**src/core/watchdog_pkg.sv**
```systemverilog
// Constants shared by the low-frequency watchdog: register map, fields, resets, timing
package watchdog_pkg;
    localparam logic [7:0]  CTRL_OFFSET        = 8'h00;
    localparam logic [7:0]  RESTART_OFFSET     = 8'h04;
    localparam logic [7:0]  COUNT_OFFSET       = 8'h08;
    localparam logic [7:0]  IRQ_STATUS_OFFSET  = 8'h0C;
    localparam logic [7:0]  IRQ_MASK_OFFSET    = 8'h10;

    localparam int          CTRL_ENABLE_BIT    = 0;
    localparam int          CTRL_LOCK_BIT      = 1;
    localparam int          CTRL_SEL_LSB       = 2;
    localparam int          SEL_WIDTH          = 3;
    localparam int          RESTART_BIT        = 0;
    localparam int          EVT_TIMEOUT_BIT    = 0;
    localparam int          EVT_LOCKED_BIT     = 1;
    localparam int          EVT_WIDTH          = 2;
    localparam int          COUNT_WIDTH        = 24;

    localparam logic                 ENABLE_RESET = 1'b1;
    localparam logic                 LOCK_RESET   = 1'b0;
    localparam logic [SEL_WIDTH-1:0] SEL_RESET    = 3'h7;
    localparam logic [EVT_WIDTH-1:0] MASK_RESET   = 2'h0;

    localparam int          TIMEOUT_BASE_LOG2  = 13;
    localparam int          RESET_PULSE_NS     = 320;
    localparam int          CLK_PERIOD_NS      = 20;
    localparam int          RESET_PULSE_CYCLES = RESET_PULSE_NS / CLK_PERIOD_NS;

    typedef enum logic [1:0] {
        HTRANS_IDLE,
        HTRANS_BUSY,
        HTRANS_NONSEQ,
        HTRANS_SEQ
    } htrans_t;
endpackage : watchdog_pkg

```
**src/core/watchdog_unit.sv**
```systemverilog
// Low-frequency watchdog counter with AHB-Lite register access
// Function
// - count advances only on rising low-frequency oscillator edges, not system clock.
// - overflow while enabled raises the system reset request.
// - after reset: enabled, counting, longest interval selected.
// - software may disable the counter while unlocked; no overflow afterwards.
// - once locked, configuration writes are ignored until the next reset.
// - watchdog reset never drives the external reset pin.
`timescale 1ns/1ps
module watchdog_unit #(
    parameter int BASE_LOG2 = watchdog_pkg::TIMEOUT_BASE_LOG2
) (
    input  wire logic        hclk,
    input  wire logic        hresetn,
    input  wire logic        hsel,
    input  wire logic [31:0] haddr,
    input  wire logic [1:0]  htrans,
    input  wire logic        hwrite,
    input  wire logic [2:0]  hsize,
    input  wire logic [31:0] hwdata,
    input  wire logic        hready,
    output logic             hreadyout,
    output logic [31:0]      hrdata,
    output logic             hresp,
    input  wire logic        low_freq_oscillator,
    output logic             system_reset_req,
    output logic             reset_pin_oe,
    output logic             irq
);
    import watchdog_pkg::*;

    // Oscillator synchroniser and edge detection
    logic                   lfo_meta;
    logic                   lfo_sync;
    logic                   lfo_prev;
    logic                   lfo_tick;

    // Configuration and the running count
    logic                   enable;
    logic                   lock;
    logic [SEL_WIDTH-1:0]   sel;
    logic [COUNT_WIDTH-1:0] count;
    logic [COUNT_WIDTH-1:0] next_count;
    logic                   overflow;
    logic [4:0]             pulse_cnt;

    // Interrupt status and mask
    logic [EVT_WIDTH-1:0]   irq_status;
    logic [EVT_WIDTH-1:0]   next_status;
    logic [EVT_WIDTH-1:0]   irq_mask;
    logic [EVT_WIDTH-1:0]   evt;

    // Bus address and data phase
    logic                   addr_take;
    logic                   wr_pending;
    logic [7:0]             wr_addr;
    logic                   wr_ctrl;
    logic                   wr_restart;
    logic                   wr_clear;
    logic                   wr_mask;
    logic [31:0]            next_rdata;

    function automatic logic [COUNT_WIDTH-1:0] limit_of(input logic [SEL_WIDTH-1:0] s);
        logic [COUNT_WIDTH:0] one;
        one = '0;
        one[0] = 1'b1;
        limit_of = COUNT_WIDTH'((one << (BASE_LOG2 + int'(s))) - 1'b1);
    endfunction : limit_of

    function automatic logic hits(input logic [7:0] addr, input logic [7:0] offset);
        hits = (addr == offset);
    endfunction : hits

    // Oscillator pin is asynchronous to hclk; only lfo_sync leaves this pair
    always_ff @(posedge hclk or negedge hresetn) begin
        if (!hresetn) begin
            lfo_meta <= 1'b0;
            lfo_sync <= 1'b0;
        end else begin
            lfo_meta <= low_freq_oscillator;
            lfo_sync <= lfo_meta;
        end
    end

    // Previous level for edge detection; hclk must be well above the oscillator rate
    always_ff @(posedge hclk or negedge hresetn) begin
        if (!hresetn) begin
            lfo_prev <= 1'b0;
        end else begin
            lfo_prev <= lfo_sync;
        end
    end

    assign lfo_tick = lfo_sync & ~lfo_prev;

    // Transfer size is not decoded; every register is one whole word
    assign addr_take  = hsel & hready & htrans[1];
    assign wr_ctrl    = wr_pending && hits(wr_addr, CTRL_OFFSET);
    assign wr_restart = wr_pending && hits(wr_addr, RESTART_OFFSET) && hwdata[RESTART_BIT];
    assign wr_clear   = wr_pending && hits(wr_addr, IRQ_STATUS_OFFSET);
    assign wr_mask    = wr_pending && hits(wr_addr, IRQ_MASK_OFFSET);
    assign overflow   = enable & lfo_tick & (count >= limit_of(sel));

    // Write seen in the address phase, acted on in the data phase
    always_ff @(posedge hclk or negedge hresetn) begin
        if (!hresetn) begin
            wr_pending <= 1'b0;
        end else begin
            wr_pending <= addr_take & hwrite;
        end
    end

    // Address kept for the data phase, when hwdata arrives
    always_ff @(posedge hclk or negedge hresetn) begin
        if (!hresetn) begin
            wr_addr <= 8'h00;
        end else begin
            wr_addr <= haddr[7:0];
        end
    end

    // Single-cycle data phase, so hreadyout stays high
    always_ff @(posedge hclk or negedge hresetn) begin
        if (!hresetn) begin
            hreadyout <= 1'b1;
        end else begin
            hreadyout <= 1'b1;
        end
    end

    // No transfer is refused, so every answer is OKAY
    always_ff @(posedge hclk or negedge hresetn) begin
        if (!hresetn) begin
            hresp <= 1'b0;
        end else begin
            hresp <= 1'b0;
        end
    end

    always_comb begin
        next_rdata = 32'h0000_0000;
        case (haddr[7:0])
            CTRL_OFFSET: begin
                next_rdata[CTRL_ENABLE_BIT] = enable;
                next_rdata[CTRL_LOCK_BIT] = lock;
                next_rdata[CTRL_SEL_LSB +: SEL_WIDTH] = sel;
            end
            COUNT_OFFSET:      next_rdata[COUNT_WIDTH-1:0] = count;
            IRQ_STATUS_OFFSET: next_rdata[EVT_WIDTH-1:0] = irq_status;
            IRQ_MASK_OFFSET:   next_rdata[EVT_WIDTH-1:0] = irq_mask;
            default:           next_rdata = 32'h0000_0000;
        endcase
    end

    // Captured in the address phase, held until the next read
    always_ff @(posedge hclk or negedge hresetn) begin
        if (!hresetn) begin
            hrdata <= 32'h0000_0000;
        end else if (addr_take && !hwrite) begin
            hrdata <= next_rdata;
        end
    end

    // Enable comes back set after every reset
    always_ff @(posedge hclk or negedge hresetn) begin
        if (!hresetn) begin
            enable <= ENABLE_RESET;
        end else if (wr_ctrl && !lock) begin
            enable <= hwdata[CTRL_ENABLE_BIT];
        end
    end

    // Lock can only be left by a reset
    always_ff @(posedge hclk or negedge hresetn) begin
        if (!hresetn) begin
            lock <= LOCK_RESET;
        end else if (wr_ctrl && !lock) begin
            lock <= hwdata[CTRL_LOCK_BIT];
        end
    end

    always_ff @(posedge hclk or negedge hresetn) begin
        if (!hresetn) begin
            sel <= SEL_RESET;
        end else if (wr_ctrl && !lock) begin
            sel <= hwdata[CTRL_SEL_LSB +: SEL_WIDTH];
        end
    end

    // Restart is honoured even when locked; lock guards configuration only
    always_comb begin
        next_count = count;
        if (wr_restart || overflow || !enable) begin
            next_count = '0;
        end else if (lfo_tick) begin
            next_count = count + 1'b1;
        end
    end

    always_ff @(posedge hclk or negedge hresetn) begin
        if (!hresetn) begin
            count <= '0;
        end else begin
            count <= next_count;
        end
    end

    // Stretched so slow reset logic downstream cannot miss it
    always_ff @(posedge hclk or negedge hresetn) begin
        if (!hresetn) begin
            pulse_cnt <= '0;
        end else if (overflow) begin
            pulse_cnt <= 5'(RESET_PULSE_CYCLES);
        end else if (pulse_cnt != '0) begin
            pulse_cnt <= pulse_cnt - 1'b1;
        end
    end

    // High on the overflow edge and while more than one count remains
    always_ff @(posedge hclk or negedge hresetn) begin
        if (!hresetn) begin
            system_reset_req <= 1'b0;
        end else begin
            system_reset_req <= overflow || pulse_cnt > 5'd1;
        end
    end

    // Pin is left to its own drivers
    always_ff @(posedge hclk or negedge hresetn) begin
        if (!hresetn) begin
            reset_pin_oe <= 1'b0;
        end else begin
            reset_pin_oe <= 1'b0;
        end
    end

    // Events that set the sticky status bits
    always_comb begin
        evt = '0;
        evt[EVT_TIMEOUT_BIT] = overflow;
        evt[EVT_LOCKED_BIT]  = wr_ctrl & lock;
    end

    // Set wins over a same-cycle write-one-to-clear
    always_comb begin
        next_status = irq_status;
        if (wr_clear) begin
            next_status = irq_status & ~hwdata[EVT_WIDTH-1:0];
        end
        next_status = next_status | evt;
    end

    always_ff @(posedge hclk or negedge hresetn) begin
        if (!hresetn) begin
            irq_status <= '0;
        end else begin
            irq_status <= next_status;
        end
    end

    always_ff @(posedge hclk or negedge hresetn) begin
        if (!hresetn) begin
            irq_mask <= MASK_RESET;
        end else if (wr_mask) begin
            irq_mask <= hwdata[EVT_WIDTH-1:0];
        end
    end

    // Uses the status before a same-cycle clear, so irq lags a clear by one cycle
    always_ff @(posedge hclk or negedge hresetn) begin
        if (!hresetn) begin
            irq <= 1'b0;
        end else begin
            irq <= |((irq_status | evt) & irq_mask);
        end
    end
endmodule : watchdog_unit

```
**config.mk**
```make
export PLATFORM = sky130hd
export DESIGN_NAME = watchdog_unit
export DESIGN_NICKNAME = d
export VERILOG_FILES = /design/src/core/watchdog_pkg.sv /design/src/core/watchdog_unit.sv
export SDC_FILE = /design/constraint.sdc
export NUM_CORES = 1
export LEC_CHECK = 0
export BUFFER_PORTS_ARGS = -buffer_cell sky130_fd_sc_hd__buf_2
export CAP_MARGIN = 20
export CORE_UTILIZATION = 30
export CTS_CLUSTER_SIZE = 16
export DETAILED_ROUTE_END_ITERATION = 12
export HOLD_SLACK_MARGIN = 0.08
export PLACE_DENSITY = 0.59
export SYNTH_ARGS = -nofsm -noshare
export SYNTH_HDL_FRONTEND = slang
export SYNTH_SLANG_ARGS = --single-unit
```
**constraint.sdc**
```tcl
create_clock -name hclk -period 3.8 [get_ports hclk]
set_clock_uncertainty 0.15 [all_clocks]
set_input_delay 0.95 -clock hclk [delete_from_list [all_inputs] [get_ports hclk]]
set_output_delay 0.95 -clock hclk [all_outputs]
set_load 0.02 [all_outputs]
```
==> flow_summary.toml <==
[critical_path]
start_kind = "flop"
cp_cell_sequence = "inv_1 > ha_1 > o41a_1 > ha_1 > nand4_1 > or4_1 > a211o_1 > o211a_1 > a21oi_2 > buf_12 > nor3_1"
cpPeakStageDelay_ns = 0.54
path_class = "reg -> reg"
cp_common_cell = "ha_1"
cpLargestDelayFamily = "compound AO/OA/AOI/OAI gates"
critPathRequiredTime_ns = 3.85
cp_max_fo = 28
cpMaxStageDelayCell = "or4_1"
path_buf_inv = 2
cp.arrival_ns = 3.59
crit_path_end_kind = "flop"

[floorplanning]
rows = 41
die_area_mm2 = 0.0139
start_util_pct = 31.3
ios = 112
core_mm2 = 0.0129
die_w_um = 118
die_h_um = 118

[placement]
place.gp.congestion = 0.819
hpwlAfterDp_um = 6330
dpl.cell_count = 594
port_buffers = 45

[logic_synthesis]
synth_area_per_cell_um2 = 10.4
yosys.area_share.simple_pct = 18.2
yosys.cell_types.count = 56
synth-seq-area-share_pct = 47.3
synthAdderAreaFrac_pct = 5.90
ys_async_sr_fraction_pct = 100
synth_top_family_by_area = "simple AND/OR/NAND/NOR gates"
synthFlopType = "dfrtp_1"
yosys.area.top_type_share_pct = 44.7
synth_cells = 389
yosysMostFrequentCell = "dfrtp_1"
yosysWarnings = 0
synth_mux_area_share_pct = 2.92
yosys.area.top_type = "dfrtp_1"
synth_commonest_cells = "72 x dfrtp_1, 33 x nand2_1, 29 x nor3_1"
synth_edf_count = 0
synthXorXnorAreaFrac_pct = 5.44
syn-cell-area_mm2 = 0.00403
synthTopCellsByArea = "dfrtp_1 45%, ha_1 5.9%, a22o_1 4.6%"
synth_compound_area_share_pct = 14.8
synth-seq-cells = 76

[sta]
holdWs_ns = 0.207
layout_worst_path_cycle_share_pct = 93.2
finalSetupViolCount = 0
max_freq_mhz = 282
slew_violations = 0
hold_viol_final = 0
relSlewSlack_pct = 37.2
finalSetupTns_ns = 0
min_period_ns = 3.54
rsz0062_at_grt = "no"
worst_pin_slew_ns = 0.942

[routing]
drc_errors = 0
antenna_left = 0
drt-pass1-iter-count = 4
vias = 3067
post_drt_via_cell_ratio = 5.02
avgRoutedWirePerCell_um = 14.8
drt_iter0_markers = 117
drt_wl_total_um = 9020

[power]
power_mw = 1.88
leakage_nw = 2.24
ir_drop_mv = 0.175
power_density_mw_per_mm2 = 394

[global_route]
grt_pass1_vias = 3080
track_usage_pct = 13.8
grt_start_max_net_pins = 77
grt_pass1_wl_um = 15300
antenna_found_initial = 0
grt_remaining_overflow = 0

[clock_network]
max-clock-path-buffers = 2
tritoncts = "built"
cts_hold_buf = 0
h-tree-depth = 3
cts.clk_slew.worst_paths_ns = 0.06
clkLatencyLatePin_ns = 0.34
postCtsSetupBuffers = 0
numClockSinks = 76
cts-resized-gates = 0
clockRootBuffer = "clkbuf_16"
cts_buffers = 9

[layout]
diodes = 0
nFillCells = 1277
num-nets-final = 528
final_core_util_pct = 37.1
drive_gt1_share_pct = 22.3
syn_to_final_growth_pct = 18.8
stdcell_count = 611

[job]
drv_cap = 0

[hold_path]
hold_class = "reg -> reg"

[run_status]
outcome = "finished clean"
## layout make-up
type / count / area, um2 / area share [%]
sequential: 76 / 1910 / 39.9
tap: 172 / 215 / 4.50
inverter: 7 / 26.3 / 0.549
timing repair buffer: 58 / 338 / 7.06
clock buffer: 10 / 239 / 5.00
multi-input combinational: 282 / 1950 / 40.7
clock inverter: 6 / 111 / 2.33
## worst reg2reg max path: stages, from the launching register on
cell,delay [ns]
dfstp_2,0.53
inv_1,0.06
ha_1,0.32
o41a_1,0.44
ha_1,0.30
nand4_1,0.13
or4_1,0.54
a211o_1,0.29
o211a_1,0.15
a21oi_2,0.20
buf_12,0.21
nor3_1,0.08
## layer usage
layer / vias up / track usage, % / wire (um)
met5: - / 0 / 0
met4: 0 / 5.85 / 133
met3: 8 / 2.52 / 313
met2: 60 / 21.9 / 4250
met1: 1517 / 18.2 / 4320
li1: 1482 / - / -
## power by group
| group | internal [mW] | switching, mW | total (mW) | leakage [nW] |
|---|---|---|---|---|
| logic | 0.0213 | 0.0501 | 0.0714 | 1.06 |
| registers | 0.819 | 0.00537 | 0.824 | 1.01 |
| clock network | 0.659 | 0.328 | 0.987 | 0.169 |
| total | 1.50 | 0.384 | 1.88 | 2.24 |
## cell families (layout without fill, tap and decap cells)
group	after synthesis	count (layout)
DFF	76	76
AOI/OAI and AO/OA	75	75
adders and majority gates	19	19
buffers and inverters	40	81
other	2	11
xor gates and xnor gates	25	25
muxes	11	11
and+or+nand+nor	141	141
## flip-flops by register name, indices dropped and copies added (netlist names)
signal and cells:
pulse_cnt 5, wr_pending 1, enable 1, wr_addr 8, irq 1, system_reset_req 1
lfo_meta 1, lfo_sync 1, lfo_prev 1, sel 3, irq_mask 2, lock 1
hrdata 24, count 24, irq_status 2
## final timing paths
path / startpoint / endpoint / slack [ns] / depth (start not counted)
max in group asynchronous: hresetn / hrdata[12]$_DFFE_PN0P_ / 2.29 / 1
min in group asynchronous: hresetn / pulse_cnt[1]$_DFFE_PN0P_ / 0.61 / 1
min reg2reg: lfo_meta$_DFF_PN0_ / lfo_sync$_DFF_PN0_ / 0.21 / 0
max: sel[2]$_DFFE_PN1P_ / count[2]$_DFFE_PN0P_ / 0.26 / 11
min: lfo_meta$_DFF_PN0_ / lfo_sync$_DFF_PN0_ / 0.21 / 0
max reg2reg: sel[2]$_DFFE_PN1P_ / count[2]$_DFFE_PN0P_ / 0.26 / 11
## through the flow
stage               area, um2  setup slack [ns]
floorplan                4060           0.00812
global placement         4430             0.148
detailed placement       4430             0.138
CTS                      4780             0.115
global route             4780             0.108
finish                   4780             0.259
## layout by cell type (no fill, tap or decap), drive strengths merged, types with 5 or more instances in the layout
master,n
a21o,8
a21oi,6
a22o,21
and3,6
buf,58
clkbuf,10
conb,11
dfrtp,72
ha,19
inv,7
mux2,6
mux2i,5
nand2,33
nand3,11
nand4,11
nor2,19
nor3,29
o21ai,10
or2,5
xnor2,11
xor2,14
(Power assumes the default switching activity.)
